--- src/rtl/lfr_pkg.sv ---
// Overview of operation
// fault signalling off until software enables it
// mode field 01 selects bidirectional fault signalling
// local fault may send remote fault sequences
// remote fault may send idle control words
// sequence config picks remote-fault, idle or traffic
// received fault sequence sets matching status flag
// over 127 clean columns clears the fault status
// watch eight control and 64 data bits; the detector decodes only lane 0, ctrl[0] and data[31:0]
// four same-value sequences, under 128 apart, set fault
// 128 columns without fault sequences restore OK
// receive fault outputs follow detected receive faults
// disabled signalling holds receive fault outputs low
// transmit-only partner drives transmit fault inputs; this top has no such mode and feeds them from the receive faults
// duplex feeds receive faults into transmit side
// duplex shows receive faults as status outputs
// column counter steps per column, restarts on sequence
package lfr_pkg;

    // ------------------------------------------------------------
    // register map, byte addresses on the axi4-lite bus
    // ------------------------------------------------------------
    localparam int AXI_AW = 8;
    localparam logic [7:0] OFF_CTRL = 8'h00; // mode field
    localparam logic [7:0] OFF_SEQCFG = 8'h04; // per-fault action
    localparam logic [7:0] OFF_STATUS = 8'h08; // live fault state
    localparam logic [7:0] OFF_INTSTAT = 8'h0C; // sticky, write 1 clears
    localparam logic [7:0] OFF_INTMASK = 8'h10; // interrupt enables
    localparam logic [1:0] RESP_OKAY = 2'h0;
    localparam logic [1:0] RESP_SLVERR = 2'h2;

    // ------------------------------------------------------------
    // fields and reset values
    // ------------------------------------------------------------
    localparam int MODE_LSB = 0; // ctrl[1:0]
    localparam logic [1:0] MODE_BIDIR = 2'h1;
    localparam logic [1:0] MODE_RST = 2'h0; // signalling off
    localparam int SEQ_LOC_LSB = 0; // seqcfg[1:0]
    localparam int SEQ_REM_LSB = 2; // seqcfg[3:2]
    localparam logic [3:0] SEQCFG_RST = 4'h9; // local rf, remote idle
    localparam int BIT_LOCAL = 0; // status and interrupt bit
    localparam int BIT_REMOTE = 1;

    // ------------------------------------------------------------
    // column coding and counts
    // ------------------------------------------------------------
    localparam logic [7:0] SEQ_CHAR = 8'h9C;
    localparam logic [7:0] LF_CODE = 8'h01;
    localparam logic [7:0] RF_CODE = 8'h02;
    localparam logic [7:0] IDLE_CHAR = 8'h07;
    localparam logic [7:0] COL_LIMIT = 8'h80; // 128 columns
    localparam logic [2:0] SEQ_NEEDED = 3'h4;

    typedef enum logic [1:0] {
        ACT_PASS = 2'b00, ACT_RFSEQ = 2'b01, ACT_IDLE = 2'b10
    } lfr_act_t;
    typedef enum logic [1:0] {
        FLT_OK = 2'b00, FLT_LOCAL = 2'b01, FLT_REMOTE = 2'b10
    } lfr_fault_t;

    // one 64-bit column of the media-independent interface
    typedef struct packed {
        logic [7:0] ctrl;
        logic [63:0] data;
    } lfr_col_t;

    typedef struct packed {
        lfr_fault_t linkFault;
        lfr_fault_t lastVal;
        logic [2:0] seqCnt;
        logic [7:0] colCnt;
    } lfr_rx_st_t;

    typedef struct packed {
        lfr_col_t col;
    } lfr_tx_st_t;

    typedef struct packed {
        logic [1:0] mode;
        logic [3:0] seqCfg;
        logic [1:0] intStatus;
        logic [1:0] intMask;
        logic [1:0] prevFault;
        logic awHeld;
        logic wHeld;
        logic [7:0] wAddr;
        logic [31:0] wData;
        logic [3:0] wStrb;
        logic bvalid;
        logic [1:0] bresp;
        logic rvalid;
        logic [1:0] rresp;
        logic [31:0] rdata;
    } lfr_top_st_t;

    // a full column of sequence ordered sets carrying one code
    function automatic lfr_col_t seqCol(input logic [7:0] code);
        lfr_col_t c;
        c.ctrl = 8'h11;
        c.data = {code, 16'h0000, SEQ_CHAR, code, 16'h0000, SEQ_CHAR};
        return c;
    endfunction

endpackage

--- src/rtl/lfr_rx_fault.sv ---
`timescale 1ns/1ps
`default_nettype none
module lfr_rx_fault (
    input wire logic clk,
    input wire logic resetn,
    input wire logic enable,
    input wire lfr_pkg::lfr_col_t rxCol,
    output logic localFault,
    output logic remoteFault
);
    import lfr_pkg::*;

    lfr_rx_st_t st;
    lfr_rx_st_t next_st;
    logic seqHit; // lane 0 holds a fault sequence
    lfr_fault_t seqVal;

    // ------------------------------------------------------------
    // sequence detection and link fault state
    // ------------------------------------------------------------
    always_comb begin
        next_st = st;

        seqHit = rxCol.ctrl[0] && rxCol.data[7:0] == SEQ_CHAR &&
            rxCol.data[23:8] == 16'h0000 &&
            (rxCol.data[31:24] == LF_CODE || rxCol.data[31:24] == RF_CODE);
        seqVal = (rxCol.data[31:24] == LF_CODE) ? FLT_LOCAL : FLT_REMOTE;
        if (!enable) begin
            next_st = '0;
        end else if (seqHit) begin
            next_st.colCnt = 8'h00;
            next_st.lastVal = seqVal;
            // a differing value restarts the run of four
            if (seqVal == st.lastVal && st.seqCnt != 3'h0) begin
                if (st.seqCnt != SEQ_NEEDED) begin
                    next_st.seqCnt = st.seqCnt + 3'h1;
                end
            end else begin
                next_st.seqCnt = 3'h1;
            end
            if (next_st.seqCnt == SEQ_NEEDED) begin
                next_st.linkFault = seqVal;
            end
        end else begin
            // saturating, so a long clean stretch cannot wrap
            if (st.colCnt != COL_LIMIT) begin
                next_st.colCnt = st.colCnt + 8'h01;
            end
            if (st.colCnt == COL_LIMIT - 8'h01) begin
                next_st.linkFault = FLT_OK;
                next_st.seqCnt = 3'h0;
            end
        end
    end

    always_ff @(posedge clk or negedge resetn) begin
        if (!resetn) begin
            st <= '0;
        end else begin
            st <= next_st;
        end
    end

    assign localFault = enable && st.linkFault == FLT_LOCAL;
    assign remoteFault = enable && st.linkFault == FLT_REMOTE;

    off_holds_low_a: assert property (@(posedge clk)
        disable iff (!resetn)
        !enable |-> !localFault && !remoteFault)
        else $error("fault output high while signalling disabled");
    clean_clears_a: assert property (@(posedge clk)
        disable iff (!resetn)
        enable && st.colCnt == 8'h7F && !seqHit ##1 enable
        |-> st.linkFault == FLT_OK)
        else $error("fault not cleared after 128 clean columns");
    fourth_seq_a: assert property (@(posedge clk) disable iff (!resetn)
        enable && seqHit && st.seqCnt == 3'h3 && seqVal == st.lastVal
        |=> st.linkFault == $past(seqVal))
        else $error("fourth matching sequence did not set fault");
    col_restart_a: assert property (@(posedge clk) disable iff (!resetn)
        enable && seqHit |=> st.colCnt == 8'h00 && st.seqCnt != 3'h0)
        else $error("column count not restarted by sequence");
endmodule
`default_nettype wire

--- src/rtl/lfr_tx_fault.sv ---
`timescale 1ns/1ps
`default_nettype none
module lfr_tx_fault (
    input wire logic clk,
    input wire logic resetn,
    input wire logic bidir,
    input wire logic txNearEndFaultIn,
    input wire logic txFarEndFaultIn,
    input wire lfr_pkg::lfr_act_t localAct,
    input wire lfr_pkg::lfr_act_t remoteAct,
    input wire lfr_pkg::lfr_col_t txColIn,
    output lfr_pkg::lfr_col_t txColOut
);
    import lfr_pkg::*;

    lfr_tx_st_t st;
    lfr_tx_st_t next_st;
    lfr_act_t act;

    // ------------------------------------------------------------
    // column replacement, local fault ahead of remote fault
    // ------------------------------------------------------------
    always_comb begin
        next_st = st;
        act = ACT_PASS;
        if (bidir && txNearEndFaultIn) begin
            act = localAct;
        end else if (bidir && txFarEndFaultIn) begin
            act = remoteAct;
        end
        unique case (act)
            ACT_RFSEQ: begin
                next_st.col = seqCol(RF_CODE);
            end
            ACT_IDLE: begin
                next_st.col.ctrl = 8'hFF;
                next_st.col.data = {8{IDLE_CHAR}};
            end
            ACT_PASS: begin
                next_st.col = txColIn;
            end
            // code 11 is unassigned and behaves as pass-through
            default: begin
                next_st.col = txColIn;
            end
        endcase
    end

    always_ff @(posedge clk or negedge resetn) begin
        if (!resetn) begin
            st <= '0;
        end else begin
            st <= next_st;
        end
    end

    assign txColOut = st.col;

    rf_on_local_a: assert property (@(posedge clk) disable iff (!resetn)
        bidir && txNearEndFaultIn && localAct == ACT_RFSEQ
        |=> txColOut.ctrl == 8'h11 && txColOut.data[31:24] == RF_CODE)
        else $error("local fault did not send remote fault sequence");
    idle_on_remote_a: assert property (@(posedge clk)
        disable iff (!resetn)
        bidir && !txNearEndFaultIn && txFarEndFaultIn && remoteAct == ACT_IDLE
        |=> txColOut.ctrl == 8'hFF && txColOut.data == {8{IDLE_CHAR}})
        else $error("remote fault did not send idle");
    pass_when_off_a: assert property (@(posedge clk)
        disable iff (!resetn)
        !bidir |=> txColOut == $past(txColIn))
        else $error("traffic altered while fault signalling off");
endmodule
`default_nettype wire

--- src/rtl/lfr_top.sv ---
// Chosen here: the AXI4-Lite interface to the registers and the register offsets.
`timescale 1ns/1ps
`default_nettype none
module lfr_top (
    input wire logic clk,
    input wire logic resetn,
    // axi4-lite slave
    input wire logic [7:0] s_axi_awaddr,
    input wire logic s_axi_awvalid,
    output logic s_axi_awready,
    input wire logic [31:0] s_axi_wdata,
    input wire logic [3:0] s_axi_wstrb,
    input wire logic s_axi_wvalid,
    output logic s_axi_wready,
    output logic [1:0] s_axi_bresp,
    output logic s_axi_bvalid,
    input wire logic s_axi_bready,
    input wire logic [7:0] s_axi_araddr,
    input wire logic s_axi_arvalid,
    output logic s_axi_arready,
    output logic [31:0] s_axi_rdata,
    output logic [1:0] s_axi_rresp,
    output logic s_axi_rvalid,
    input wire logic s_axi_rready,
    // media-independent interface, one column per clock
    input wire lfr_pkg::lfr_col_t rxCol,
    input wire lfr_pkg::lfr_col_t txColIn,
    output lfr_pkg::lfr_col_t txColOut,
    // fault indications
    output logic remoteFaultFromRx,
    output logic localFaultFromRx,
    output logic remoteFaultStatus,
    output logic localFaultStatus,
    output logic irq
);
    import lfr_pkg::*;

    // ------------------------------------------------------------
    // state and internal nets
    // ------------------------------------------------------------
    lfr_top_st_t st; // whole block state
    lfr_top_st_t next_st; // its next value
    logic enabled; // fault signalling switched on
    logic rxLocal; // receive side local fault
    logic rxRemote; // receive side remote fault
    logic awHs; // write address taken
    logic wHs; // write data taken
    logic arHs; // read address taken
    logic [1:0] events; // rising fault indications
    logic [1:0] clr; // write-one-to-clear bits
    logic [1:0] curFault; // current {remote, local}

    // ------------------------------------------------------------
    // address helpers
    // ------------------------------------------------------------

    // true for any mapped, word-aligned register
    function automatic logic addrOk(input logic [7:0] a);
        return a == OFF_CTRL || a == OFF_SEQCFG || a == OFF_STATUS ||
            a == OFF_INTSTAT || a == OFF_INTMASK;
    endfunction

    // read value of one register; holes read as zero
    function automatic logic [31:0] readMux(
        input logic [7:0] a,
        input lfr_top_st_t s,
        input logic [1:0] f
    );
        logic [31:0] v;
        v = 32'h0000_0000;
        unique case (a)
            OFF_CTRL: begin
                v[1:0] = s.mode;
            end
            OFF_SEQCFG: begin
                v[3:0] = s.seqCfg;
            end
            OFF_STATUS: begin
                v[1:0] = f;
            end
            OFF_INTSTAT: begin
                v[1:0] = s.intStatus;
            end
            OFF_INTMASK: begin
                v[1:0] = s.intMask;
            end
            default: begin
                v = 32'h0000_0000;
            end
        endcase
        return v;
    endfunction

    // ------------------------------------------------------------
    // enable and handshakes
    // ------------------------------------------------------------

    // only the bidirectional code turns signalling on
    assign enabled = st.mode == MODE_BIDIR;

    // a held channel stops taking until the write completes
    assign s_axi_awready = !st.awHeld && !st.bvalid;
    assign s_axi_wready = !st.wHeld && !st.bvalid;
    assign s_axi_arready = !st.rvalid;
    assign awHs = s_axi_awvalid && s_axi_awready;
    assign wHs = s_axi_wvalid && s_axi_wready;
    assign arHs = s_axi_arvalid && s_axi_arready;

    assign curFault = {rxRemote, rxLocal};
    // a fault rising this cycle is an interrupt event
    assign events = curFault & ~st.prevFault;

    // ------------------------------------------------------------
    // next-state logic: bus slave, registers, interrupts
    // ------------------------------------------------------------
    always_comb begin
        next_st = st;
        clr = 2'b00;
        next_st.prevFault = curFault;

        // capture each write channel on its own handshake
        if (awHs) begin
            next_st.awHeld = 1'b1;
            next_st.wAddr = s_axi_awaddr;
        end
        if (wHs) begin
            next_st.wHeld = 1'b1;
            next_st.wData = s_axi_wdata;
            next_st.wStrb = s_axi_wstrb;
        end

        // response accepted, free the channel
        if (st.bvalid && s_axi_bready) begin
            next_st.bvalid = 1'b0;
        end

        // both halves present: do the write
        if (next_st.awHeld && next_st.wHeld) begin
            next_st.awHeld = 1'b0;
            next_st.wHeld = 1'b0;
            next_st.bvalid = 1'b1;
            next_st.bresp = addrOk(next_st.wAddr) ? RESP_OKAY
                : RESP_SLVERR;
            // every field lives in byte lane 0
            if (next_st.wStrb[0]) begin
                unique case (next_st.wAddr)
                    OFF_CTRL: begin
                        next_st.mode = next_st.wData[1:0];
                    end
                    OFF_SEQCFG: begin
                        next_st.seqCfg = next_st.wData[3:0];
                    end
                    OFF_INTSTAT: begin
                        clr = next_st.wData[1:0];
                    end
                    OFF_INTMASK: begin
                        next_st.intMask = next_st.wData[1:0];
                    end
                    // status is read only, holes ignored
                    default: begin
                        clr = 2'b00;
                    end
                endcase
            end
        end

        // sticky bits: an event in the clearing cycle survives
        next_st.intStatus = (st.intStatus & ~clr) | events;

        // read channel: answer one cycle after the address
        if (st.rvalid && s_axi_rready) begin
            next_st.rvalid = 1'b0;
        end
        if (arHs) begin
            next_st.rvalid = 1'b1;
            next_st.rdata = readMux(s_axi_araddr, st, curFault);
            next_st.rresp = addrOk(s_axi_araddr) ? RESP_OKAY
                : RESP_SLVERR;
        end
    end

    // ------------------------------------------------------------
    // state register
    // ------------------------------------------------------------
    always_ff @(posedge clk or negedge resetn) begin
        if (!resetn) begin
            st <= '0;
            st.mode <= MODE_RST;
            st.seqCfg <= SEQCFG_RST;
        end else begin
            st <= next_st;
        end
    end

    // ------------------------------------------------------------
    // receive and transmit halves
    // ------------------------------------------------------------

    // detector sees every column; it is held idle while disabled
    lfr_rx_fault u_rx (
        .clk(clk),
        .resetn(resetn),
        .enable(enabled),
        .rxCol(rxCol),
        .localFault(rxLocal),
        .remoteFault(rxRemote)
    );

    // duplex: the receive result drives the transmit inputs directly,
    // so no transmit fault pins exist on this top
    lfr_tx_fault u_tx (
        .clk(clk),
        .resetn(resetn),
        .bidir(enabled),
        .txNearEndFaultIn(rxLocal),
        .txFarEndFaultIn(rxRemote),
        .localAct(lfr_act_t'(st.seqCfg[SEQ_LOC_LSB +: 2])),
        .remoteAct(lfr_act_t'(st.seqCfg[SEQ_REM_LSB +: 2])),
        .txColIn(txColIn),
        .txColOut(txColOut)
    );

    // ------------------------------------------------------------
    // outputs
    // ------------------------------------------------------------
    assign localFaultFromRx = rxLocal;
    assign remoteFaultFromRx = rxRemote;
    assign localFaultStatus = rxLocal;
    assign remoteFaultStatus = rxRemote;
    assign irq = |(st.intStatus & st.intMask);
    assign s_axi_bvalid = st.bvalid;
    assign s_axi_bresp = st.bresp;
    assign s_axi_rvalid = st.rvalid;
    assign s_axi_rdata = st.rdata;
    assign s_axi_rresp = st.rresp;

    // ------------------------------------------------------------
    // checks
    // ------------------------------------------------------------
    fault_sets_flag_a: assert property (@(posedge clk)
        disable iff (!resetn)
        $rose(localFaultFromRx) |=> st.intStatus[BIT_LOCAL])
        else $error("local fault did not set its sticky bit");
    disabled_pass_a: assert property (@(posedge clk)
        disable iff (!resetn)
        st.mode != MODE_BIDIR |=> txColOut == $past(txColIn))
        else $error("transmit altered with signalling off");
endmodule
`default_nettype wire

--- config.mk ---
export PLATFORM = sky130hd
export DESIGN_NAME = lfr_top
export DESIGN_NICKNAME = d
export VERILOG_FILES = /design/src/rtl/lfr_pkg.sv /design/src/rtl/lfr_rx_fault.sv /design/src/rtl/lfr_tx_fault.sv /design/src/rtl/lfr_top.sv
export SDC_FILE = /design/constraint.sdc
export NUM_CORES = 1
export LEC_CHECK = 0
export BUFFER_PORTS_ARGS = -buffer_cell sky130_fd_sc_hd__buf_4
export CAP_MARGIN = 15
export CORE_AREA = 2 2 126 128
export DETAILED_ROUTE_END_ITERATION = 10
export DIE_AREA = 0 0 128 130
export GPL_ROUTABILITY_DRIVEN = 0
export PLACE_DENSITY_LB_ADDON = 0.2
export SLEW_MARGIN = 40
export SYNTH_ARGS = -nofsm -noshare
export SYNTH_HDL_FRONTEND = slang
export SYNTH_SLANG_ARGS = --single-unit
--- constraint.sdc ---
create_clock -name clk -period 4.9 [get_ports clk]
set_input_delay 0.98 -clock clk [delete_from_list [all_inputs] [get_ports clk]]
set_output_delay 0.98 -clock clk [all_outputs]
set_load 0.02 [all_outputs]
==> reports/metrics.cfg, run 1 <==
[synth]
yosys-top-cells-area = dfrtp_1 57%, buf_4 5.5%, nand2_1 5.5%
yosysWarnings = 0
synth.most_common_cell = dfrtp_1
synth_cells = 466
synth-seq-cells = 122
ys_top_cells_by_count = 120 x dfrtp_1, 76 x nand2_1, 38 x buf_4, 34 x and2_1, 23 x nor2_1
synth_top_area_cell = dfrtp_1
synthFlopType = dfrtp_1
yosysSeqAreaShare_pct = 58.4
async_reset_ff_share_pct = 100
synth_top_area_share_pct = 57.4
synth_cell_types = 50
synth_edf_count = 0
synth_area_um2 = 5230
avgSynthCellArea_um2 = 11.2

[timing]
fin_crit_sh_pct = 61.7
grt_setup_unrepaired = no
fin_ws_ns = 1.88
finClkSkew_ns = 0.00820
hold_violations = 0
setup_violations = 0
worst_pin_slew_ns = 0.713
drv_slew = 0
fin_tns_setup_ns = 0
period_minus_slack_ns = 3.02
relSlewSlack_pct = 52.0
fmax_mhz = 331
holdWs_ns = 0.496

[critical_path]
critPathKind = in2reg
cp-end-kind = register
cp.arrival_ns = 3.31
worst_ep_required_time_ns = 5.19
start_kind = input pin
crit_fanout = 13

[pwr]
p_leak_nw = 3.77
power_mw = 2.91
p_per_area_nw_per_um2 = 387
ir_drop_mv = 0.187

[place]
io_buffers = 220
dp_hpwl_mm = 9.91
pre_cts_ws_ns = 1.27
placedInstanceArea_um2 = 6940
placed_cells = 860

[drt]
vias = 4082
vias_per_cell = 4.58
drc = 0
wl_per_cell_um = 14.7
ant_nets = 0
first_pass_iters = 4
drt_iter0_drc = 98
wl_mm = 13.1

[clock_network]
clock-sinks = 122
cts-root-buf = clkbuf_16
clkLatencyLatePin_ns = 0.41
cts_tree = built
cts.clk_slew.worst_paths_ns = 0.05
cts_made_buffers = 17
cts_hold_buffers = 0
cts_resized = 0
clockBufferDepth = 2
ctsHtreeMaxLevel = 4
cts_setup_buffers = 0

[global_routing]
grt_pass1_vias = 4241
grt_usage_pct = 16.1
grt_pass1_wl_mm = 20.6
grt_remaining_overflow = 0
grt_max_degree = 74
antenna_found_initial = 0

[min_path]
hp-class = in2async

[final_layout]
area_growth_pct = 43.8
utilization_pct = 48.7
drive_gt1_share_pct = 40.3
fin_area_um2 = 7520
diodes = 0
final_nets = 896
fin_cells = 892

[die]
core_area_um2 = 15400
die_width_um = 128
dieHeight_um = 130
ioPinCount = 321
dieArea_um2 = 16600
start_util_pct = 33.9
rows = 46

[job]
maxCapViolations = 0

[outcome]
status = completed

-- final timing paths --
check                              start              to  slack (ns)  depth (start not counted)
setup / recovery           s_axi_awvalid          st[91]        1.88                          6
hold / removal                    resetn          st[43]        0.50                          1
setup reg to reg            s_axi_bvalid          st[91]        1.98                          5
hold reg to reg                   st[38]          st[38]        0.50                          1
max in group asynchronous         resetn  s_axi_bresp[1]        3.37                          2
min in group clk                  st[38]          st[38]        0.50                          1
-- critical path, stage by stage --
cell and delay (ns):
buf_4 0.09, nor3b_4 0.55, mux2_4 0.37, or4b_4 0.56
or3b_4 0.44, mux2_4 0.31
-- cell type report --
cell class,count,area [µm²]
Multi-Input combinational cell,309,1920
Sequential cell,122,3060
Timing Repair Buffer,224,1680
Clock inverter,2,35.0
Clock buffer,30,534
Fill cell,1433,7910
Tap cell,192,240
Inverter,13,48.8
-- metal layers --
layer	vias up	global-route usage (%)	routed length, µm
met5	-	0	0
met4	0	6.98	247
met3	22	6.85	1340
met2	189	26.5	6310
met1	1933	18.4	5190
li1	1938	-	-
-- where the power goes --
group | total, mW | switching [mW] | internal (mW)
combinational | 0.523 | 0.263 | 0.261
sequential | 1.20 | 0.0725 | 1.12
clock | 1.19 | 0.409 | 0.778
total | 2.91 | 0.745 | 2.16
-- state kept, by name, summed over array words and instances (netlist names) --
register / count
s_axi_bresp: 1
s_axi_bvalid: 1
s_axi_rdata: 4
s_axi_rresp: 1
s_axi_rvalid: 1
st: 27
u_rx.st: 15
u_tx.txColOut: 72
-- cells by family (layout without fill, tap and decap cells) --
group	after synthesis	count (layout)	share of synthesized area [%]
xor gates and xnor gates	7	7	1.17
AOI/OAI and AO/OA	43	43	5.84
and+or+nand+nor	195	195	19.4
adders and majority gates	6	6	1.44
other	1	30	0.0717
DFF	122	122	58.4
muxes	28	28	6.32
buffers and inverters	64	269	7.32
-- placed cells by master, fill, tap and decap left out, types with 4 or more instances in the layout --
cell type  count
conb_1        30
nand3_1        6
xor2_1         4
and2_1        34
nor3_1         6
inv_1         13
clkbuf_8       6
a22o_1        10
nor4_1         8
o21ai_0        8
mux2_2        19
nand2b_1       9
ha_1           5
clkbuf_16     17
nor3b_1        4
nand2_1       76
nor2_1        23
mux2_4         5
dfrtp_1      120
a21oi_1        9
clkbuf_1       7
buf_4        224
nor2b_1        8
Note: power is estimated with default switching activity, not from simulation.
==> inputs of run 2 (changes only) <==
Settings changed: ABC_AREA set to 1, CORE_AREA 2 2 126 128 to unset, CORE_ASPECT_RATIO set to 0.6, CORE_MARGIN set to 2, CORE_UTILIZATION set to 44, DIE_AREA 0 0 128 130 to unset.
Clock period 4.9 ns to 3 ns, I/O delays scaled along.
==> run 2 against run 1 <==
Final cell count increased by 14%. Die area decreased by 20%. Wire length about the same. Sequential cell count unchanged. Critical path depth increased by 5. Sequential power increased by 61%. Synthesized cell count increased by 32%. Critical path type is now reg2reg.
==> reports/metrics.cfg, run 2 <==
[outcome]
status = completed

[drt]
wl_mm = 13.1  ; about the same
ant_nets = 0  ; unchanged
first_pass_iters = 4  ; unchanged
vias_per_cell = 4.42  ; -3.3%
vias = 4500  ; +10%
wl_per_cell_um = 12.9  ; -12%
drt_iter0_drc = 239  ; +140%
drc = 0  ; unchanged

[timing]
setup_violations = 0  ; unchanged
fin_ws_ns = 0.471  ; -1.40 ns
worst_pin_slew_ns = 0.677  ; -0.0360 ns
finClkSkew_ns = 0.00919  ; +0.000988 ns
relSlewSlack_pct = 54.9  ; +2.8 points
fmax_mhz = 395
drv_slew = 0  ; unchanged
period_minus_slack_ns = 2.53
hold_violations = 0  ; unchanged
fin_tns_setup_ns = 0  ; unchanged
grt_setup_unrepaired = no
fin_crit_sh_pct = 84.3

[synth]
synth_edf_count = 0  ; unchanged
synth_cells = 614  ; +32%
async_reset_ff_share_pct = 100  ; unchanged
synthFlopType = dfrtp_1
synth-seq-cells = 122  ; unchanged
synth_cell_types = 39  ; -22%
yosys-top-cells-area = dfrtp_1 55%, nand2_1 14%, inv_1 6.0%
yosysSeqAreaShare_pct = 56.4  ; -2.0 points
avgSynthCellArea_um2 = 8.82  ; -21%
yosysWarnings = 0  ; unchanged
synth_area_um2 = 5410  ; +3.5%
synth_top_area_share_pct = 55.5  ; -2.0 points
ys_top_cells_by_count = 206 x nand2_1, 120 x dfrtp_1, 87 x inv_1, 42 x nor2_1, 38 x buf_4
synth_top_area_cell = dfrtp_1
synth.most_common_cell = nand2_1

[final_layout]
drive_gt1_share_pct = 33.7  ; -6.6 points
diodes = 0  ; unchanged
area_growth_pct = 42.8
final_common_cell = buf_4
largest_reg_flops = 72  ; unchanged
final_cell_mix = 225 x buf_4, 206 x nand2_1, 120 x dfrtp_1, 87 x inv_1, 42 x nor2_1
final_nets = 1049  ; +17%

[critical_path]
r2r_slack_ns = 0.47  ; -1.51 ns
critPathKind = reg2reg
slowest_delay_ns = 0.52  ; -0.04 ns
path_cells = inv_1 -> nor2_1 -> inv_1 -> nor3_2 -> nand2_1 -> o21ai_0 -> inv_1 -> ha_2 -> buf_4 -> nand2_1 -> nand2_1
crit_fanout = 66  ; +53
start_kind = register
cp.arrival_ns = 2.87  ; -0.44 ns
reg2reg_to = u_tx.txColOut[33]
ff2ff_path_depth = 11  ; +6
worst_ep_required_time_ns = 3.34  ; -1.85 ns
critPathSlowestCell = buf_4
r2r_start = st[94]
cp-end-kind = register

[die]
dieArea_um2 = 13200  ; -20%
start_util_pct = 45.0  ; +11 points
rows = 31  ; -33%
die_width_um = 147  ; +15%
core_area_um2 = 12000  ; -22%
ioPinCount = 321  ; unchanged
dieHeight_um = 89.9  ; -31%

[global_routing]
antenna_found_initial = 0  ; unchanged
grt_max_degree = 67  ; -9.5%
grt_usage_pct = 20.2  ; +4.1 points
grt_pass1_vias = 4359  ; +2.8%
grt_pass1_wl_mm = 21.2  ; +2.8%
grt_remaining_overflow = 0  ; unchanged

[clock_network]
clock-sinks = 122  ; unchanged
clockBufferDepth = 2  ; unchanged
cts-root-buf = clkbuf_16
cts_made_buffers = 17  ; unchanged
cts_setup_buffers = 0  ; unchanged
clkLatencyLatePin_ns = 0.41  ; about the same
cts_hold_buffers = 0  ; unchanged
cts.clk_slew.worst_paths_ns = 0.06  ; about the same
cts_tree = built
ctsHtreeMaxLevel = 4  ; unchanged
cts_resized = 0  ; unchanged

[place]
dp_hpwl_mm = 9.89  ; -0.14%
io_buffers = 220  ; unchanged
pre_cts_ws_ns = 0.491  ; -0.778 ns

[pwr]
p_per_area_nw_per_um2 = 669  ; +73%
p_leak_nw = 4.33  ; +15%
ir_drop_mv = 0.449  ; +140%
power_mw = 5.17  ; +78%

[min_path]
hp-class = in2async

[job]
maxCapViolations = 0  ; unchanged

## run 2: cell count changes in the layout (fill, tap and decap cells not counted), moves of 9 or more
cell and change:
nand2_1 +130, nor2_1 +19, a22o_1 -9, mux2_2 -19, and2_1 -34, nand3_1 +19
nand2b_1 -9, inv_1 +74
## run 2: how the worst max path moves through the flow
| stage | slack [ns] | cells past startpoint | to | startpoint |
|---|---|---|---|---|
| after global placement | 0.54 | 10 | u_tx.txColOut[30] | st[95] |
| after floorplan | 0.50 | 11 | u_tx.txColOut[17] | st[95] |
| after detailed placement | 0.49 | 10 | u_tx.txColOut[33] | st[95] |
| after global routing | 0.13 | 11 | u_tx.txColOut[44] | st[94] |
| after CTS | 0.45 | 11 | u_tx.txColOut[33] | st[94] |
| final | 0.47 | 11 | u_tx.txColOut[33] | st[94] |
## run 2: metal layers
metal	global-route usage [%]	share of wire (%)
met2	32.4	47
met5	0	0
met1	25.6	42
met3	6.90	8.4
met4	7.29	1.8
## run 2: stage by stage
stage / hold WS [ns] / std cells / utilization, % / instance area (µm²)
after global routing: 0.279 / 1017 / 64.3 / 7730
after global placement: 0.454 / 986 / 59.1 / 7110
after CTS: 0.243 / 1017 / 64.3 / 7730
final: 0.218 / 1017 / 64.3 / 7730
after detailed placement: 0.458 / 986 / 59.1 / 7110
after floorplan: 0.304 / 643 / - / 5520
## run 2: power by group
group          internal, mW  leakage [nW]  switching [mW]
combinational         0.425          2.55           0.678
clock                  1.39         0.299           0.750
sequential             1.84          1.48          0.0911
total                  3.65          4.33            1.52
## run 2: cell families (layout without fill, tap and decap cells)
| kind of cell | count (synthesis) | in the layout | synth area share [%] |
|---|---|---|---|
| simple gates | 313 | 313 | 25.6 |
| buf+inv | 137 | 346 | 12.3 |
| flops | 122 | 122 | 56.4 |
| compound gates | 30 | 30 | 3.40 |
| fa+ha+maj | 6 | 6 | 1.39 |
| xor+xnor | 5 | 5 | 0.809 |
| other cells | 1 | 30 | 0.0693 |
## run 2: cell type report
cell class | count | area [µm²]
fill | 1059 | 4290
sequential | 122 | 3060
clock inverter | 14 | 198
tap | 165 | 206
inverter | 89 | 335
timing repair buffer | 226 | 1710
multi-input combinational | 384 | 1800
clock buffer | 17 | 425
## run 2: critical path, delay by kind of cell, from the launching register on
| family | cells | cell delay (ns) |
|---|---|---|
| compound gates | 1 | 0.11 |
| fa+ha+maj | 1 | 0.33 |
| buf+inv | 4 | 0.81 |
| flops | 1 | 0.39 |
| simple gates | 5 | 0.83 |
